===== src/sonet_oh_pkg.sv =====
// Constants shared by the section and line overhead register block.
// Assumes an 8-bit register port, a byte-wide transmit stream and receive event counts.
package sonet_oh_pkg;

    // ****************************************************************
    // Register offsets
    // ****************************************************************
    localparam logic [7:0] ADDR_LOAD_METERS    = 8'h00;
    localparam logic [7:0] ADDR_SEC_CNT_LOW    = 8'h12;
    localparam logic [7:0] ADDR_SEC_CNT_HIGH   = 8'h13;
    localparam logic [7:0] ADDR_TX_SEC_CTRL    = 8'h14;
    localparam logic [7:0] ADDR_TX_SEC_DIAG    = 8'h15;
    localparam logic [7:0] ADDR_RX_LINE_CTRL   = 8'h18;
    localparam logic [7:0] ADDR_RX_LINE_INT    = 8'h19;
    localparam logic [7:0] ADDR_LINE_CNT_LOW   = 8'h1a;
    localparam logic [7:0] ADDR_LINE_CNT_MID   = 8'h1b;
    localparam logic [7:0] ADDR_LINE_CNT_HIGH  = 8'h1c;
    localparam logic [7:0] ADDR_LINE_FEBE_LAST = 8'h1f;

    // ****************************************************************
    // Field positions
    // ****************************************************************
    localparam int TXC_LINE_ALARM_INSERT  = 0;
    localparam int TXC_SCRAMBLER_DISABLE  = 6;
    localparam int TXD_FRAMING_ERR_INSERT = 0;
    localparam int TXD_SECTION_PAR_CORRUPT = 1;
    localparam int TXD_ALL_ZERO_INSERT    = 2;
    localparam int RLC_BLOCK_COUNT_MODE   = 4;
    localparam int FLG_RDI                = 0;
    localparam int FLG_ALARM              = 1;
    localparam int FLG_PARITY             = 2;
    localparam int FLG_FAR_ERROR          = 3;

    // ****************************************************************
    // Widths and reset values
    // ****************************************************************
    localparam int SEC_CNT_W  = 16;
    localparam int LINE_CNT_W = 20;
    localparam logic [6:0] TX_CTRL_RESET   = 7'h00;
    localparam logic [2:0] TX_DIAG_RESET   = 3'h0;
    localparam logic [4:0] RX_CTRL_RESET   = 5'h00;
    localparam logic [3:0] IRQ_EN_RESET    = 4'h0;

    // ****************************************************************
    // Stream values
    // ****************************************************************
    localparam logic [7:0] A1_GOOD        = 8'hf6;
    localparam logic [7:0] A1_ERRORED     = 8'h76;
    localparam logic [7:0] ALARM_BYTE     = 8'hff;
    localparam logic [7:0] ZERO_BYTE      = 8'h00;
    localparam logic [6:0] SCRAMBLER_SEED = 7'h7f;

    // ****************************************************************
    // Timing
    // ****************************************************************
    localparam int CLK_MHZ          = 125;
    localparam int POLL_TIME_US     = 7;
    localparam int POLL_MAX_CYCLES  = POLL_TIME_US * CLK_MHZ;
    localparam int POLL_USED_CYCLES = 1;

endpackage


===== src/sonet_section_line_overhead_regs.sv =====
// Section and line overhead control and monitoring with its register port.
// Assumes receive event inputs come from logic on i_core_clk; only the
// external line alarm request is asynchronous and is synchronised here.
//
// Behaviour
// [RL1] Sixteen-bit section parity error count since last poll, low and high byte.
// [RL2] Write to either section count address snapshots accumulator and restarts it.
// [RL3] Errors coinciding with a poll land in the old or new interval.
// [RL4] Any write to address zero snapshots every error counter at once.
// [RL5] Line alarm forces non-section-overhead bits to one, switched at frame start.
// [RL6] Line alarm request is software bit OR external request pin.
// [RL7] Scrambler disable bit one sends unscrambled, zero scrambles.
// [RL8] Framing error insert sends A1 as 0x76 instead of 0xF6.
// [RL9] Section parity corrupt sends inverted computed B1 byte.
// [RL10] All-zero insert forces the whole transmit stream to 0x00.
// [RL11] Read-only status bits show line RDI and line alarm states.
// [RL12] Block mode counts once per errored frame, else once per errored bit.
// [RL13] RDI and alarm change flags set on each change, cleared on read.
// [RL14] Parity and far error flags set on B2 error or Z2 indication, read clears.
// [RL15] Four enables gate the change and error flags onto the interrupt output.
// [RL16] Twenty-bit line parity error count over three byte registers, top nibble zero.
// [RL17] Write to any line count address snapshots line accumulator and restarts it.
// [RL18] Snapshot registers hold their value between polls.
// [RL19] Software waits for the transfer before reading and writes reserved bits zero.
//
// Added by the designer: the strobed register port.

`timescale 1ns/10ps

module sonet_section_line_overhead_regs (
    // Clock and reset
    input  wire logic       i_core_clk,
    input  wire logic       i_rst,
    // Register port
    input  wire logic [7:0] i_addr,
    input  wire logic [7:0] i_wdata,
    input  wire logic       i_wr,
    input  wire logic       i_rd,
    output logic      [7:0] o_rdata,
    // Interrupt and meter load
    output logic            o_irq,
    output logic            o_load_meters,
    // External line alarm request pin
    input  wire logic       i_ext_line_alarm_req,
    // Transmit stream in
    input  wire logic [7:0] i_tx_byte,
    input  wire logic       i_tx_valid,
    input  wire logic       i_tx_frame_start,
    input  wire logic       i_tx_soh,
    input  wire logic       i_tx_a1,
    input  wire logic       i_tx_b1,
    input  wire logic       i_tx_no_scr,
    // Transmit stream out
    output logic      [7:0] o_tx_byte,
    output logic            o_tx_valid,
    // Receive section and line events
    input  wire logic [3:0] i_rx_sec_err_bits,
    input  wire logic [4:0] i_rx_line_err_bits,
    input  wire logic       i_rx_line_frame_end,
    input  wire logic       i_rx_line_febe,
    input  wire logic       i_rx_line_rdi,
    input  wire logic       i_rx_line_alarm
);

    // ****************************************************************
    // State
    // ****************************************************************
    typedef struct packed {
        logic                                ext_sync1;
        logic                                ext_sync2;
        logic                                alarm_active;
        logic [6:0]                          tx_ctrl;
        logic [2:0]                          tx_diag;
        logic [6:0]                          scr;
        logic [7:0]                          bip;
        logic [7:0]                          bip_run;
        logic [7:0]                          tx_byte;
        logic                                tx_valid;
        logic [4:0]                          rx_ctrl;
        logic                                line_rdi_state;
        logic                                line_alarm_state;
        logic [3:0]                          irq_en;
        logic [3:0]                          flags;
        logic [sonet_oh_pkg::SEC_CNT_W-1:0]  sec_acc;
        logic [sonet_oh_pkg::SEC_CNT_W-1:0]  section_err_count;
        logic [sonet_oh_pkg::LINE_CNT_W-1:0] line_acc;
        logic [sonet_oh_pkg::LINE_CNT_W-1:0] line_err_count;
        logic                                frame_err;
        logic [7:0]                          rdata;
        logic                                irq;
        logic                                load_meters;
    } state_s;

    state_s st_q;
    state_s st_d;

    // ****************************************************************
    // Byte-wide frame synchronous scrambler, one stage per bit
    // ****************************************************************
    logic [6:0] scr_chain [0:8];
    logic [7:0] scr_key;

    // Seeding at frame start keeps the far end's descrambler in step.
    assign scr_chain[0] = i_tx_frame_start ? sonet_oh_pkg::SCRAMBLER_SEED : st_q.scr;

    genvar k;
    generate
        for (k = 0; k < 8; k = k + 1) begin : g_scr
            assign scr_key[7-k]    = scr_chain[k][6];
            assign scr_chain[k+1]  = {scr_chain[k][5:0], scr_chain[k][6] ^ scr_chain[k][5]};
        end
    endgenerate

    // ****************************************************************
    // Next-state logic
    // ****************************************************************
    logic                                 line_alarm_insert;
    logic                                 scrambler_disable;
    logic                                 framing_error_insert;
    logic                                 section_parity_corrupt;
    logic                                 all_zero_insert;
    logic                                 block_count_mode;
    logic                                 alarm_req;
    logic                                 do_scramble;
    logic [7:0]                           pre_byte;
    logic [7:0]                           scr_byte;
    logic                                 wr_load;
    logic                                 sec_poll;
    logic                                 line_poll;
    logic [sonet_oh_pkg::SEC_CNT_W:0]     sec_sum;
    logic [sonet_oh_pkg::LINE_CNT_W:0]    line_sum;
    logic [sonet_oh_pkg::SEC_CNT_W-1:0]   sec_inc;
    logic [sonet_oh_pkg::LINE_CNT_W-1:0]  line_inc;
    logic [sonet_oh_pkg::SEC_CNT_W-1:0]   sec_next;
    logic [sonet_oh_pkg::LINE_CNT_W-1:0]  line_next;
    logic [3:0]                           flag_set;
    logic [3:0]                           flag_clr;
    logic                                 line_err_now;

    always_comb begin
        st_d = st_q;

        line_alarm_insert      = st_q.tx_ctrl[sonet_oh_pkg::TXC_LINE_ALARM_INSERT];
        scrambler_disable      = st_q.tx_ctrl[sonet_oh_pkg::TXC_SCRAMBLER_DISABLE];
        framing_error_insert   = st_q.tx_diag[sonet_oh_pkg::TXD_FRAMING_ERR_INSERT];
        section_parity_corrupt = st_q.tx_diag[sonet_oh_pkg::TXD_SECTION_PAR_CORRUPT];
        all_zero_insert        = st_q.tx_diag[sonet_oh_pkg::TXD_ALL_ZERO_INSERT];
        block_count_mode       = st_q.rx_ctrl[sonet_oh_pkg::RLC_BLOCK_COUNT_MODE];

        // External pin passes two flip-flops before use.
        st_d.ext_sync1 = i_ext_line_alarm_req;
        st_d.ext_sync2 = st_q.ext_sync1;

        // ************************************************************
        // Transmit section path
        // ************************************************************
        alarm_req = line_alarm_insert | st_q.ext_sync2; // RL6
        pre_byte  = i_tx_byte;
        scr_byte  = i_tx_byte;
        do_scramble = 1'b0;

        st_d.tx_valid = i_tx_valid;
        if (i_tx_valid) begin
            if (i_tx_frame_start) begin
                // Switching only here keeps partial alarm frames off the line.
                st_d.alarm_active = alarm_req; // RL5
                st_d.bip          = st_q.bip_run;
            end

            if (st_d.alarm_active && !i_tx_soh) begin
                pre_byte = sonet_oh_pkg::ALARM_BYTE; // RL5
            end

            if (i_tx_a1) begin
                pre_byte = framing_error_insert ? sonet_oh_pkg::A1_ERRORED
                                                : sonet_oh_pkg::A1_GOOD; // RL8
            end

            if (i_tx_b1) begin
                pre_byte = section_parity_corrupt ? ~st_d.bip : st_d.bip; // RL9
            end

            do_scramble = !scrambler_disable && !i_tx_no_scr; // RL7
            scr_byte    = do_scramble ? (pre_byte ^ scr_key) : pre_byte; // RL7
            if (do_scramble) begin
                st_d.scr = scr_chain[8];
            end else if (i_tx_frame_start) begin
                st_d.scr = sonet_oh_pkg::SCRAMBLER_SEED;
            end

            // Parity covers the scrambled frame and lands in the next one.
            st_d.bip_run = i_tx_frame_start ? scr_byte : (st_q.bip_run ^ scr_byte);
            st_d.tx_byte = all_zero_insert ? sonet_oh_pkg::ZERO_BYTE : scr_byte; // RL10
        end else begin
            st_d.tx_byte = all_zero_insert ? sonet_oh_pkg::ZERO_BYTE : st_q.tx_byte; // RL10
        end

        // ************************************************************
        // Register writes and poll triggers
        // ************************************************************
        wr_load   = i_wr && (i_addr == sonet_oh_pkg::ADDR_LOAD_METERS);
        sec_poll  = wr_load
                  || (i_wr && (i_addr == sonet_oh_pkg::ADDR_SEC_CNT_LOW
                  ||           i_addr == sonet_oh_pkg::ADDR_SEC_CNT_HIGH)); // RL2 RL4

        // The far-error counter is not kept; its addresses only trigger the line poll.
        line_poll = wr_load
                  || (i_wr && (i_addr >= sonet_oh_pkg::ADDR_LINE_CNT_LOW)
                           && (i_addr <= sonet_oh_pkg::ADDR_LINE_FEBE_LAST)); // RL17 RL4
        st_d.load_meters = wr_load; // RL4


        if (i_wr) begin
            unique case (i_addr)
                sonet_oh_pkg::ADDR_TX_SEC_CTRL:  st_d.tx_ctrl = i_wdata[6:0];
                sonet_oh_pkg::ADDR_TX_SEC_DIAG:  st_d.tx_diag = i_wdata[2:0];
                sonet_oh_pkg::ADDR_RX_LINE_CTRL: st_d.rx_ctrl = i_wdata[7:3];
                sonet_oh_pkg::ADDR_RX_LINE_INT:  st_d.irq_en  = i_wdata[7:4];
                default: begin
                end
            endcase
        end

        // ************************************************************
        // Section parity error accumulation
        // ************************************************************
        sec_inc = sonet_oh_pkg::SEC_CNT_W'(i_rx_sec_err_bits);
        sec_sum = {1'b0, st_q.sec_acc} + {1'b0, sec_inc};
        sec_next = sec_sum[sonet_oh_pkg::SEC_CNT_W] ? '1
                                                     : sec_sum[sonet_oh_pkg::SEC_CNT_W-1:0];

        if (sec_poll) begin
            // This cycle's errors open the new interval, so none is lost.
            st_d.section_err_count = st_q.sec_acc; // RL1 RL2
            st_d.sec_acc           = sec_inc; // RL3
        end else begin
            st_d.sec_acc = sec_next; // RL18
        end

        // ************************************************************
        // Line parity error accumulation
        // ************************************************************
        line_err_now = (i_rx_line_err_bits != 5'h00);
        line_inc     = '0;

        if (block_count_mode) begin
            if (i_rx_line_frame_end) begin
                line_inc       = count_bit(st_q.frame_err | line_err_now); // RL12
                st_d.frame_err = 1'b0;
            end else if (line_err_now) begin
                st_d.frame_err = 1'b1;
            end
        end else begin
            line_inc       = sonet_oh_pkg::LINE_CNT_W'(i_rx_line_err_bits); // RL12
            st_d.frame_err = 1'b0;
        end

        line_sum  = {1'b0, st_q.line_acc} + {1'b0, line_inc};
        line_next = line_sum[sonet_oh_pkg::LINE_CNT_W] ? '1
                                                        : line_sum[sonet_oh_pkg::LINE_CNT_W-1:0];

        if (line_poll) begin
            st_d.line_err_count = st_q.line_acc; // RL16 RL17
            st_d.line_acc       = line_inc;
        end else begin
            st_d.line_acc = line_next; // RL18
        end

        // ************************************************************
        // Line status and event flags
        // ************************************************************
        st_d.line_rdi_state   = i_rx_line_rdi; // RL11
        st_d.line_alarm_state = i_rx_line_alarm; // RL11


        flag_set = '0;
        flag_set[sonet_oh_pkg::FLG_RDI]       = i_rx_line_rdi != st_q.line_rdi_state; // RL13
        flag_set[sonet_oh_pkg::FLG_ALARM]     = i_rx_line_alarm != st_q.line_alarm_state; // RL13
        flag_set[sonet_oh_pkg::FLG_PARITY]    = line_err_now; // RL14
        flag_set[sonet_oh_pkg::FLG_FAR_ERROR] = i_rx_line_febe; // RL14

        flag_clr = {4{i_rd && (i_addr == sonet_oh_pkg::ADDR_RX_LINE_INT)}};
        // A new event in the clearing read cycle survives to the next read.
        st_d.flags = (st_q.flags & ~flag_clr) | flag_set; // RL13 RL14

        st_d.irq   = |(st_d.flags & st_d.irq_en); // RL15

        // ************************************************************
        // Register reads
        // ************************************************************
        st_d.rdata = 8'h00;

        if (i_rd) begin
            unique case (i_addr)
                sonet_oh_pkg::ADDR_SEC_CNT_LOW:  st_d.rdata = st_q.section_err_count[7:0];
                sonet_oh_pkg::ADDR_SEC_CNT_HIGH: st_d.rdata = st_q.section_err_count[15:8];
                sonet_oh_pkg::ADDR_TX_SEC_CTRL:  st_d.rdata = {1'b0, st_q.tx_ctrl};
                sonet_oh_pkg::ADDR_TX_SEC_DIAG:  st_d.rdata = {5'h00, st_q.tx_diag};
                sonet_oh_pkg::ADDR_RX_LINE_CTRL: st_d.rdata = {st_q.rx_ctrl, 1'b0,
                                                               st_q.line_alarm_state,
                                                               st_q.line_rdi_state}; // RL11
                sonet_oh_pkg::ADDR_RX_LINE_INT:  st_d.rdata = {st_q.irq_en, st_q.flags};
                sonet_oh_pkg::ADDR_LINE_CNT_LOW: st_d.rdata = st_q.line_err_count[7:0];
                sonet_oh_pkg::ADDR_LINE_CNT_MID: st_d.rdata = st_q.line_err_count[15:8];
                sonet_oh_pkg::ADDR_LINE_CNT_HIGH: st_d.rdata = {4'h0,
                                                                st_q.line_err_count[19:16]}; // RL16
                default: begin
                end
            endcase
        end
    end

    // Widens a single count bit to the line counter width.
    function automatic logic [sonet_oh_pkg::LINE_CNT_W-1:0] count_bit(input logic b);
        count_bit = {{(sonet_oh_pkg::LINE_CNT_W-1){1'b0}}, b};
    endfunction

    // ****************************************************************
    // State register
    // ****************************************************************
    always_ff @(posedge i_core_clk) begin
        if (i_rst) begin
            st_q                   <= '0;
            st_q.tx_ctrl           <= sonet_oh_pkg::TX_CTRL_RESET;
            st_q.tx_diag           <= sonet_oh_pkg::TX_DIAG_RESET;
            st_q.rx_ctrl           <= sonet_oh_pkg::RX_CTRL_RESET;
            st_q.irq_en            <= sonet_oh_pkg::IRQ_EN_RESET;
            st_q.scr               <= sonet_oh_pkg::SCRAMBLER_SEED;
        end else begin
            st_q <= st_d;
        end
    end

    // ****************************************************************
    // Outputs
    // ****************************************************************
    assign o_rdata       = st_q.rdata;
    assign o_irq         = st_q.irq;
    assign o_load_meters = st_q.load_meters;
    assign o_tx_byte     = st_q.tx_byte;
    assign o_tx_valid    = st_q.tx_valid;

endmodule


===== config.mk =====
export PLATFORM = sky130hd
export DESIGN_NAME = sonet_section_line_overhead_regs
export DESIGN_NICKNAME = d
export VERILOG_FILES = /design/src/sonet_oh_pkg.sv /design/src/sonet_section_line_overhead_regs.sv
export SDC_FILE = /design/constraint.sdc
export NUM_CORES = 1
export LEC_CHECK = 0
export BUFFER_PORTS_ARGS = -buffer_cell sky130_fd_sc_hd__buf_2
export CAP_MARGIN = 5
export CORE_MARGIN = 2
export CORE_UTILIZATION = 50
export CTS_CLUSTER_DIAMETER = 40
export DETAILED_ROUTE_END_ITERATION = 10
export PLACE_DENSITY = 0.66
export SLEW_MARGIN = 30
export SYNTH_ARGS = -nofsm -noshare
export SYNTH_HDL_FRONTEND = slang
export SYNTH_SLANG_ARGS = --single-unit

===== constraint.sdc =====
create_clock -name i_core_clk -period 2.7 [get_ports i_core_clk]
set_input_delay 0.135 -clock i_core_clk [delete_from_list [all_inputs] [get_ports i_core_clk]]
set_output_delay 0.135 -clock i_core_clk [all_outputs]
set_load 0.01 [all_outputs]

# Word level (Yosys, flattened, before mapping)
# Cells that the tools add are included.
dict set report word_totals {
  register_bits 143
  latchBits 0
  ram_bits 0
  mem_bits_ro 0
  input_bits 48
  out_inout_bits 19
  word_cells 107
  n_memories 0
}
dict set report classes {
  addsub 2
  mul 0
  n_div 0
  order_cmp 2
  eq_ne 11
  shift 0
  n_mux 26
  n_bitwise 19
  n_reduce_logical 23
}
# cell count
set ops {}
lappend ops {{2-to-1 mux 8 bit} 13}
lappend ops {{equality test 8 x 5 -> 1 bit (second input constant)} 9}
lappend ops {{one-hot mux 8 bit (9 select lines)} 1}
lappend ops {{2-to-1 mux 20 bit} 3}
lappend ops {{adder 20 x 20 -> 21 bit} 1}
lappend ops {{adder 16 x 4 -> 17 bit} 1}
lappend ops {{2-to-1 mux 16 bit} 1}
lappend ops {{bitwise XOR 8 bit} 2}
lappend ops {{2-to-1 mux 7 bit} 2}
lappend ops {{2-to-1 mux 4 bit} 3}
lappend ops {{bitwise AND 4 bit} 2}
lappend ops {{greater-or-equal comparator 8 x 5 -> 1 bit (second input constant)} 1}
lappend ops {{<= comparator 8 x 5 -> 1 bit (second input constant)} 1}
lappend ops {{zero test 8 bit} 1}
lappend ops {{inverter 8 bit} 1}
lappend ops {{bitwise XOR 1 bit} 8}
lappend ops {{logical AND 1 bit} 7}
lappend ops {{AND reduction 2 bit} 3}
lappend ops {{nonzero test 5 bit} 1}
lappend ops {{inverter 4 bit} 1}
lappend ops {{OR 4 bit} 1}
lappend ops {{OR reduction 2 bit} 2}
lappend ops {{OR reduction 4 bit} 1}
lappend ops {{zero test 1 bit} 3}
lappend ops {{7 further kinds} 14}

# Logic depth before layout (Yosys ltp)
dict set report logic_depth {
  ltp_word 12
  mapped_depth 14
  mapped_depth_nobuf 12
}

# Worst setup path after synthesis
# Ideal clock, no wire load.
dict set report synth_timing {
  kind {flip-flop to flip-flop}
  from {reg st_q, in the netlist block_count_mode}
  to {reg st_q[46] in the netlist's numbering}
  t_arrival_ns 2.341
  setup_slack_ns 0.268
  stages_incl_launch_ff 13
  path_buffers 2
  path_cell_list {dfxtp_1 > nand2_1 > o2bb2ai_1 > ha_1 > inv_1 > fa_1 > nor2b_1 > o31a_1 > buf_2 > o21a_1 > nand3_2 > buf_2 > a311oi_1}
}
dict set report synth_via {
  elab_chain_len 4
}
# item line
set synth_rtl {}
lappend synth_rtl {{start, declared} sonet_section_line_overhead_regs.sv:94} ;# state_s st_q;
lappend synth_rtl {{start signal, assigned} sonet_section_line_overhead_regs.sv:330} ;# st_q <= st_d;
lappend synth_rtl {{2-to-1 mux 20 bit} sonet_section_line_overhead_regs.sv:246} ;# if (block_count_mode) begin
lappend synth_rtl {{adder 20 x 20 -> 21 bit} sonet_section_line_overhead_regs.sv:258} ;# line_sum = {1'b0, st_q.line_acc} + {1'b0, line_inc};
lappend synth_rtl {{2-to-1 mux 20 bit} sonet_section_line_overhead_regs.sv:259} ;# line_next = line_sum[sonet_oh_pkg::LINE_CNT_W] ? '1
lappend synth_rtl {{2-to-1 mux 20 bit} sonet_section_line_overhead_regs.sv:262} ;# if (line_poll) begin
# Every way passes these cells.
# A chain may end at the register's enable or synchronous reset.

# Worst setup path in the final report
dict set report layout_timing {
  from {in i_rx_sec_err_bits[0]}
  to {reg st_q[68] in the netlist's numbering}
}
dict set report layout_via {
  elab_chain_len 3
}
# item line
set layout_rtl {}
lappend layout_rtl {{start, declared} sonet_section_line_overhead_regs.sv:57} ;# input wire logic [3:0] i_rx_sec_err_bits,
lappend layout_rtl {{adder 16 x 4 -> 17 bit} sonet_section_line_overhead_regs.sv:228} ;# sec_sum = {1'b0, st_q.sec_acc} + {1'b0, sec_inc};
lappend layout_rtl {{2-to-1 mux 16 bit} sonet_section_line_overhead_regs.sv:229} ;# sec_next = sec_sum[sonet_oh_pkg::SEC_CNT_W] ? '1
lappend layout_rtl {{2-to-1 mux 4 bit} sonet_section_line_overhead_regs.sv:232} ;# if (sec_poll) begin
# Every way passes these cells.

==> flow_results.xml <==
<?xml version="1.0" encoding="UTF-8"?>
<metrics>
  <group name="run_status">
    <metric name="run_status" unit="">complete, no violations</metric>
  </group>
  <group name="grt">
    <metric name="grt_pass1_wl" unit="mm">30.4</metric>
    <metric name="grt_usage" unit="%">23.9</metric>
    <metric name="grt_start_max_net_pins" unit="">54</metric>
    <metric name="globalRoute.totalOverflow" unit="">0</metric>
    <metric name="grt_antenna_before_repair" unit="">2</metric>
    <metric name="first_global_vias" unit="">6131</metric>
  </group>
  <group name="placement">
    <metric name="finalWeightedCongestion" unit="">0.898</metric>
    <metric name="hpwl" unit="mm">13.0</metric>
    <metric name="placement.cell_area" unit="sq mm">0.00770</metric>
    <metric name="port_buffer_cells" unit="">66</metric>
  </group>
  <group name="worst_hold_path">
    <metric name="hold_path_end" unit="">st_q[90]</metric>
    <metric name="min_delay_path_depth" unit="">3</metric>
    <metric name="min_from" unit="">i_wdata[7]</metric>
    <metric name="holdCritPathClass" unit="">in -&gt; reg</metric>
  </group>
  <group name="worst_setup_path">
    <metric name="r2r_setup_slack" unit="ns">0.22</metric>
    <metric name="max_stage_delay_cell_worst_path" unit="">or4_1</metric>
    <metric name="crit_path_max_incr_delay" unit="ns">0.53</metric>
    <metric name="worst_r2r_endpoint" unit="">st_q[68]</metric>
    <metric name="worstPathMaxFanout" unit="">7</metric>
    <metric name="critPathKind" unit="">in -&gt; reg</metric>
    <metric name="worstSetupStartpointType" unit="">input port</metric>
    <metric name="cp.required" unit="ns">3.03</metric>
    <metric name="worstReg2RegStart" unit="">st_q[67]</metric>
    <metric name="critical_path.cell_chain" unit="">dlygate4sd3_1 &gt; buf_2 &gt; ha_1 &gt; inv_1 &gt; fa_1 &gt; nor2b_1 &gt; o21ai_1 &gt; and2_1 &gt; or4_1 &gt; buf_4 &gt; a311oi_1</metric>
    <metric name="reg2reg_depth" unit="">9</metric>
    <metric name="critPathCaptureType" unit="">register</metric>
    <metric name="cp_data_arrival_time" unit="ns">2.83</metric>
  </group>
  <group name="floorplan">
    <metric name="floorplan.die.width" unit="microns">125</metric>
    <metric name="floorplan.rows" unit="">44</metric>
    <metric name="die_area" unit="sq mm">0.0157</metric>
    <metric name="floorplan.core_area" unit="sq mm">0.0145</metric>
    <metric name="dieHeight" unit="microns">125</metric>
    <metric name="ioPinCount" unit="">67</metric>
    <metric name="initial_utilization" unit="%">50.9</metric>
  </group>
  <group name="logic_synthesis">
    <metric name="synth.ff_latch_count" unit="">143</metric>
    <metric name="yosys.cell_types.count" unit="">74</metric>
    <metric name="synth_enable_flop_cells" unit="">0</metric>
    <metric name="netlist_area" unit="sq mm">0.00736</metric>
    <metric name="yosys.area_share.adder" unit="%">2.07</metric>
    <metric name="ys_seq_area_share" unit="%">38.9</metric>
    <metric name="top_area_cells_in_the_synthesized_netlist" unit="">dfxtp_1 39%, nand2_1 7.3%, a21oi_1 6.9%</metric>
    <metric name="compound_gate_portion_of_the_synthesized_area" unit="%">19.4</metric>
    <metric name="async_reset_ff_share" unit="%">0</metric>
    <metric name="synth.area.mux_share" unit="%">6.73</metric>
    <metric name="synth-xor-area-share" unit="%">4.40</metric>
    <metric name="netlist.top_cell.by_area" unit="">dfxtp_1</metric>
    <metric name="postSynthAreaPerCell" unit="sq um">8.25</metric>
    <metric name="postSynthCellCount" unit="">892</metric>
    <metric name="synthesis.nets" unit="">951</metric>
    <metric name="synth-simple-area-share" unit="%">22.6</metric>
    <metric name="synth_largest_type_area_fraction" unit="%">38.9</metric>
    <metric name="yosys_warnings" unit="">0</metric>
    <metric name="synth-main-ff-cell" unit="">dfxtp_1</metric>
    <metric name="synth_top_family_by_area" unit="">simple AND/OR/NAND/NOR gates</metric>
  </group>
  <group name="sta">
    <metric name="fmax" unit="GHz">0.400</metric>
    <metric name="min_period" unit="ns">2.50</metric>
    <metric name="number_of_failing_setup_endpoints_in_the_final_timing_report" unit="">0</metric>
    <metric name="timing_worst_slew_pin_value" unit="ns">0.774</metric>
    <metric name="final-max-slew-violation-count" unit="">0</metric>
    <metric name="report.final.hold_viol_count" unit="">0</metric>
    <metric name="timing.slew.headroom" unit="%">48.4</metric>
    <metric name="rsz0062_at_grt" unit="">false</metric>
    <metric name="timing.final.crit_share" unit="%">92.7</metric>
    <metric name="totalNegativeSetupSlack" unit="ns">0</metric>
    <metric name="finClkSkew" unit="ns">0.00656</metric>
  </group>
  <group name="clock_tree">
    <metric name="cts_post_setup_buffers_inserted" unit="">0</metric>
    <metric name="clock_path_buffers" unit="">2</metric>
    <metric name="cts_buffers" unit="">17</metric>
    <metric name="tritoncts" unit="">yes</metric>
    <metric name="clock-sinks" unit="">143</metric>
    <metric name="worst_skew_pair.late_latency" unit="ns">0.42</metric>
    <metric name="clkSlewWorstSetupHoldPaths" unit="ns">0.06</metric>
    <metric name="h-tree-depth" unit="">4</metric>
    <metric name="cts.root.buffer_cell" unit="">clkbuf_16</metric>
  </group>
  <group name="routing">
    <metric name="drt-vias-per-instance" unit="">5.74</metric>
    <metric name="routed_wire_length_per_instance" unit="microns">16.2</metric>
    <metric name="drc" unit="">0</metric>
    <metric name="detailedRoute.firstPassIterationCount" unit="">5</metric>
    <metric name="first_iter_violations" unit="">604</metric>
    <metric name="antenna_violating_nets_post_route" unit="">0</metric>
    <metric name="route.vias.total" unit="">6546</metric>
    <metric name="detail_route.wirelength" unit="mm">18.4</metric>
  </group>
  <group name="finish">
    <metric name="drive_above_1_share" unit="%">14.3</metric>
    <metric name="flow.area_growth_from_synthesis" unit="%">15.2</metric>
    <metric name="nFillCells" unit="">1367</metric>
    <metric name="fin_area" unit="sq mm">0.00848</metric>
    <metric name="finalNetCount" unit="">1001</metric>
    <metric name="final_cell_mix" unit="">143 x nand2_1, 143 x dfxtp_1, 102 x a21oi_1</metric>
    <metric name="final_core_utilization" unit="%">58.6</metric>
  </group>
  <group name="power_and_ir_drop">
    <metric name="power_leakage" unit="uW">0.00320</metric>
    <metric name="ir_drop" unit="mV">0.451</metric>
    <metric name="pwr_density_cell" unit="mW/mm^2">635</metric>
    <metric name="finalPower" unit="uW">5390</metric>
  </group>
  <group name="job">
    <metric name="drv_cap" unit="">0</metric>
  </group>
</metrics>
area by class of cell:
class / instances / area, sq um / area share (%)
antenna: 1 / 2.50 / 0.0295
clock buffer: 24 / 512 / 6.03
clock inverter: 8 / 101 / 1.19
inverter: 16 / 60.1 / 0.708
multi-input combinational: 661 / 4070 / 47.9
sequential: 143 / 2860 / 33.7
tap: 184 / 230 / 2.71
timing repair buffer: 103 / 648 / 7.64
worst max path at each step:
stage	end	startpoint	cells after the start	slack [ns]
detailed placement	st_q[46]	i_rx_line_err_bits[4]	13	0.07
finish	st_q[68]	i_rx_sec_err_bits[0]	11	0.20
CTS	st_q[33]	block_count_mode	10	0.10
global placement	st_q[48]	i_rx_line_err_bits[4]	13	0.17
global route	st_q[47]	block_count_mode	11	0.01
floorplan	st_q[46]	block_count_mode	12	0.27
flip-flops by register name (all words and copies together) (netlist names):
signal and count:
all_zero_insert 1, block_count_mode 1, framing_error_insert 1, line_alarm_insert 1, o_irq 1, o_load_meters 1
o_rdata 8, o_tx_byte 8, o_tx_valid 1, scrambler_disable 1, section_parity_corrupt 1, st_d 1
st_q 117
report_power, final:
part	total, uW	switching [uW]	internal, uW
clock	2410	902	1510
combinational	704	398	306
sequential	2270	74.3	2200
total	5390	1370	4010
critical path, delay by kind of cell:
| kind | cells | cell delay, ns |
|---|---|---|
| buffers and inverters | 4 | 0.88 |
| adder cells (fa/ha/maj) | 2 | 0.57 |
| AO/OA/AOI/OAI | 2 | 0.38 |
| AND/OR/NAND/NOR | 3 | 0.86 |
Yosys cell counts, drive strengths merged (9+ instances only):
library cell	number
dfxtp	143
nand2	143
a21oi	103
nor2	59
buf	37
mux2i	36
clkbuf	35
o21ai	28
nand3	27
xnor2	24
nor3	22
inv	16
nor2b	15
a31oi	13
and3	13
xor2	13
mux2	10
a311oi	9
ha	9
or3	9
repair_timing:
item / in CTS / in global routing
setup endpoints to repair: 0 / 6
resized for setup: 0 / 1
hold endpoints to repair: 22 / 0
hold buffers: 16 / 0
through the flow:
step / instances / worst slack, ns / hold slack [ns]
finish: 1140 / 0.198 / 0.0354
global route: 1140 / 0.0120 / 0.0631
CTS: 1139 / 0.101 / 0.0138
detailed placement: 1091 / 0.0664 / 0.320
global placement: 1091 / 0.169 / 0.325
floorplan: 892 / 0.268 / 0.214
cells by family after synthesis:
group,after synthesis
multiplexers,47
AO/OA/AOI/OAI,229
buffers and inverters,88
adder cells (fa/ha/maj),11
AND/OR/NAND/NOR,337
XOR/XNOR,37
flip-flops,143
per-layer routing:
metal | up-vias | GRT usage (%) | share of wire (%)
met3 | 31 | 5.61 | 4.6
met5 | - | 0 | 0.071
met4 | 2 | 7.25 | 1.8
li1 | 3255 | - | -
met1 | 3093 | 30.6 | 45
met2 | 165 | 40.2 | 49
No activity file was read; power rests on OpenSTA's default activity.
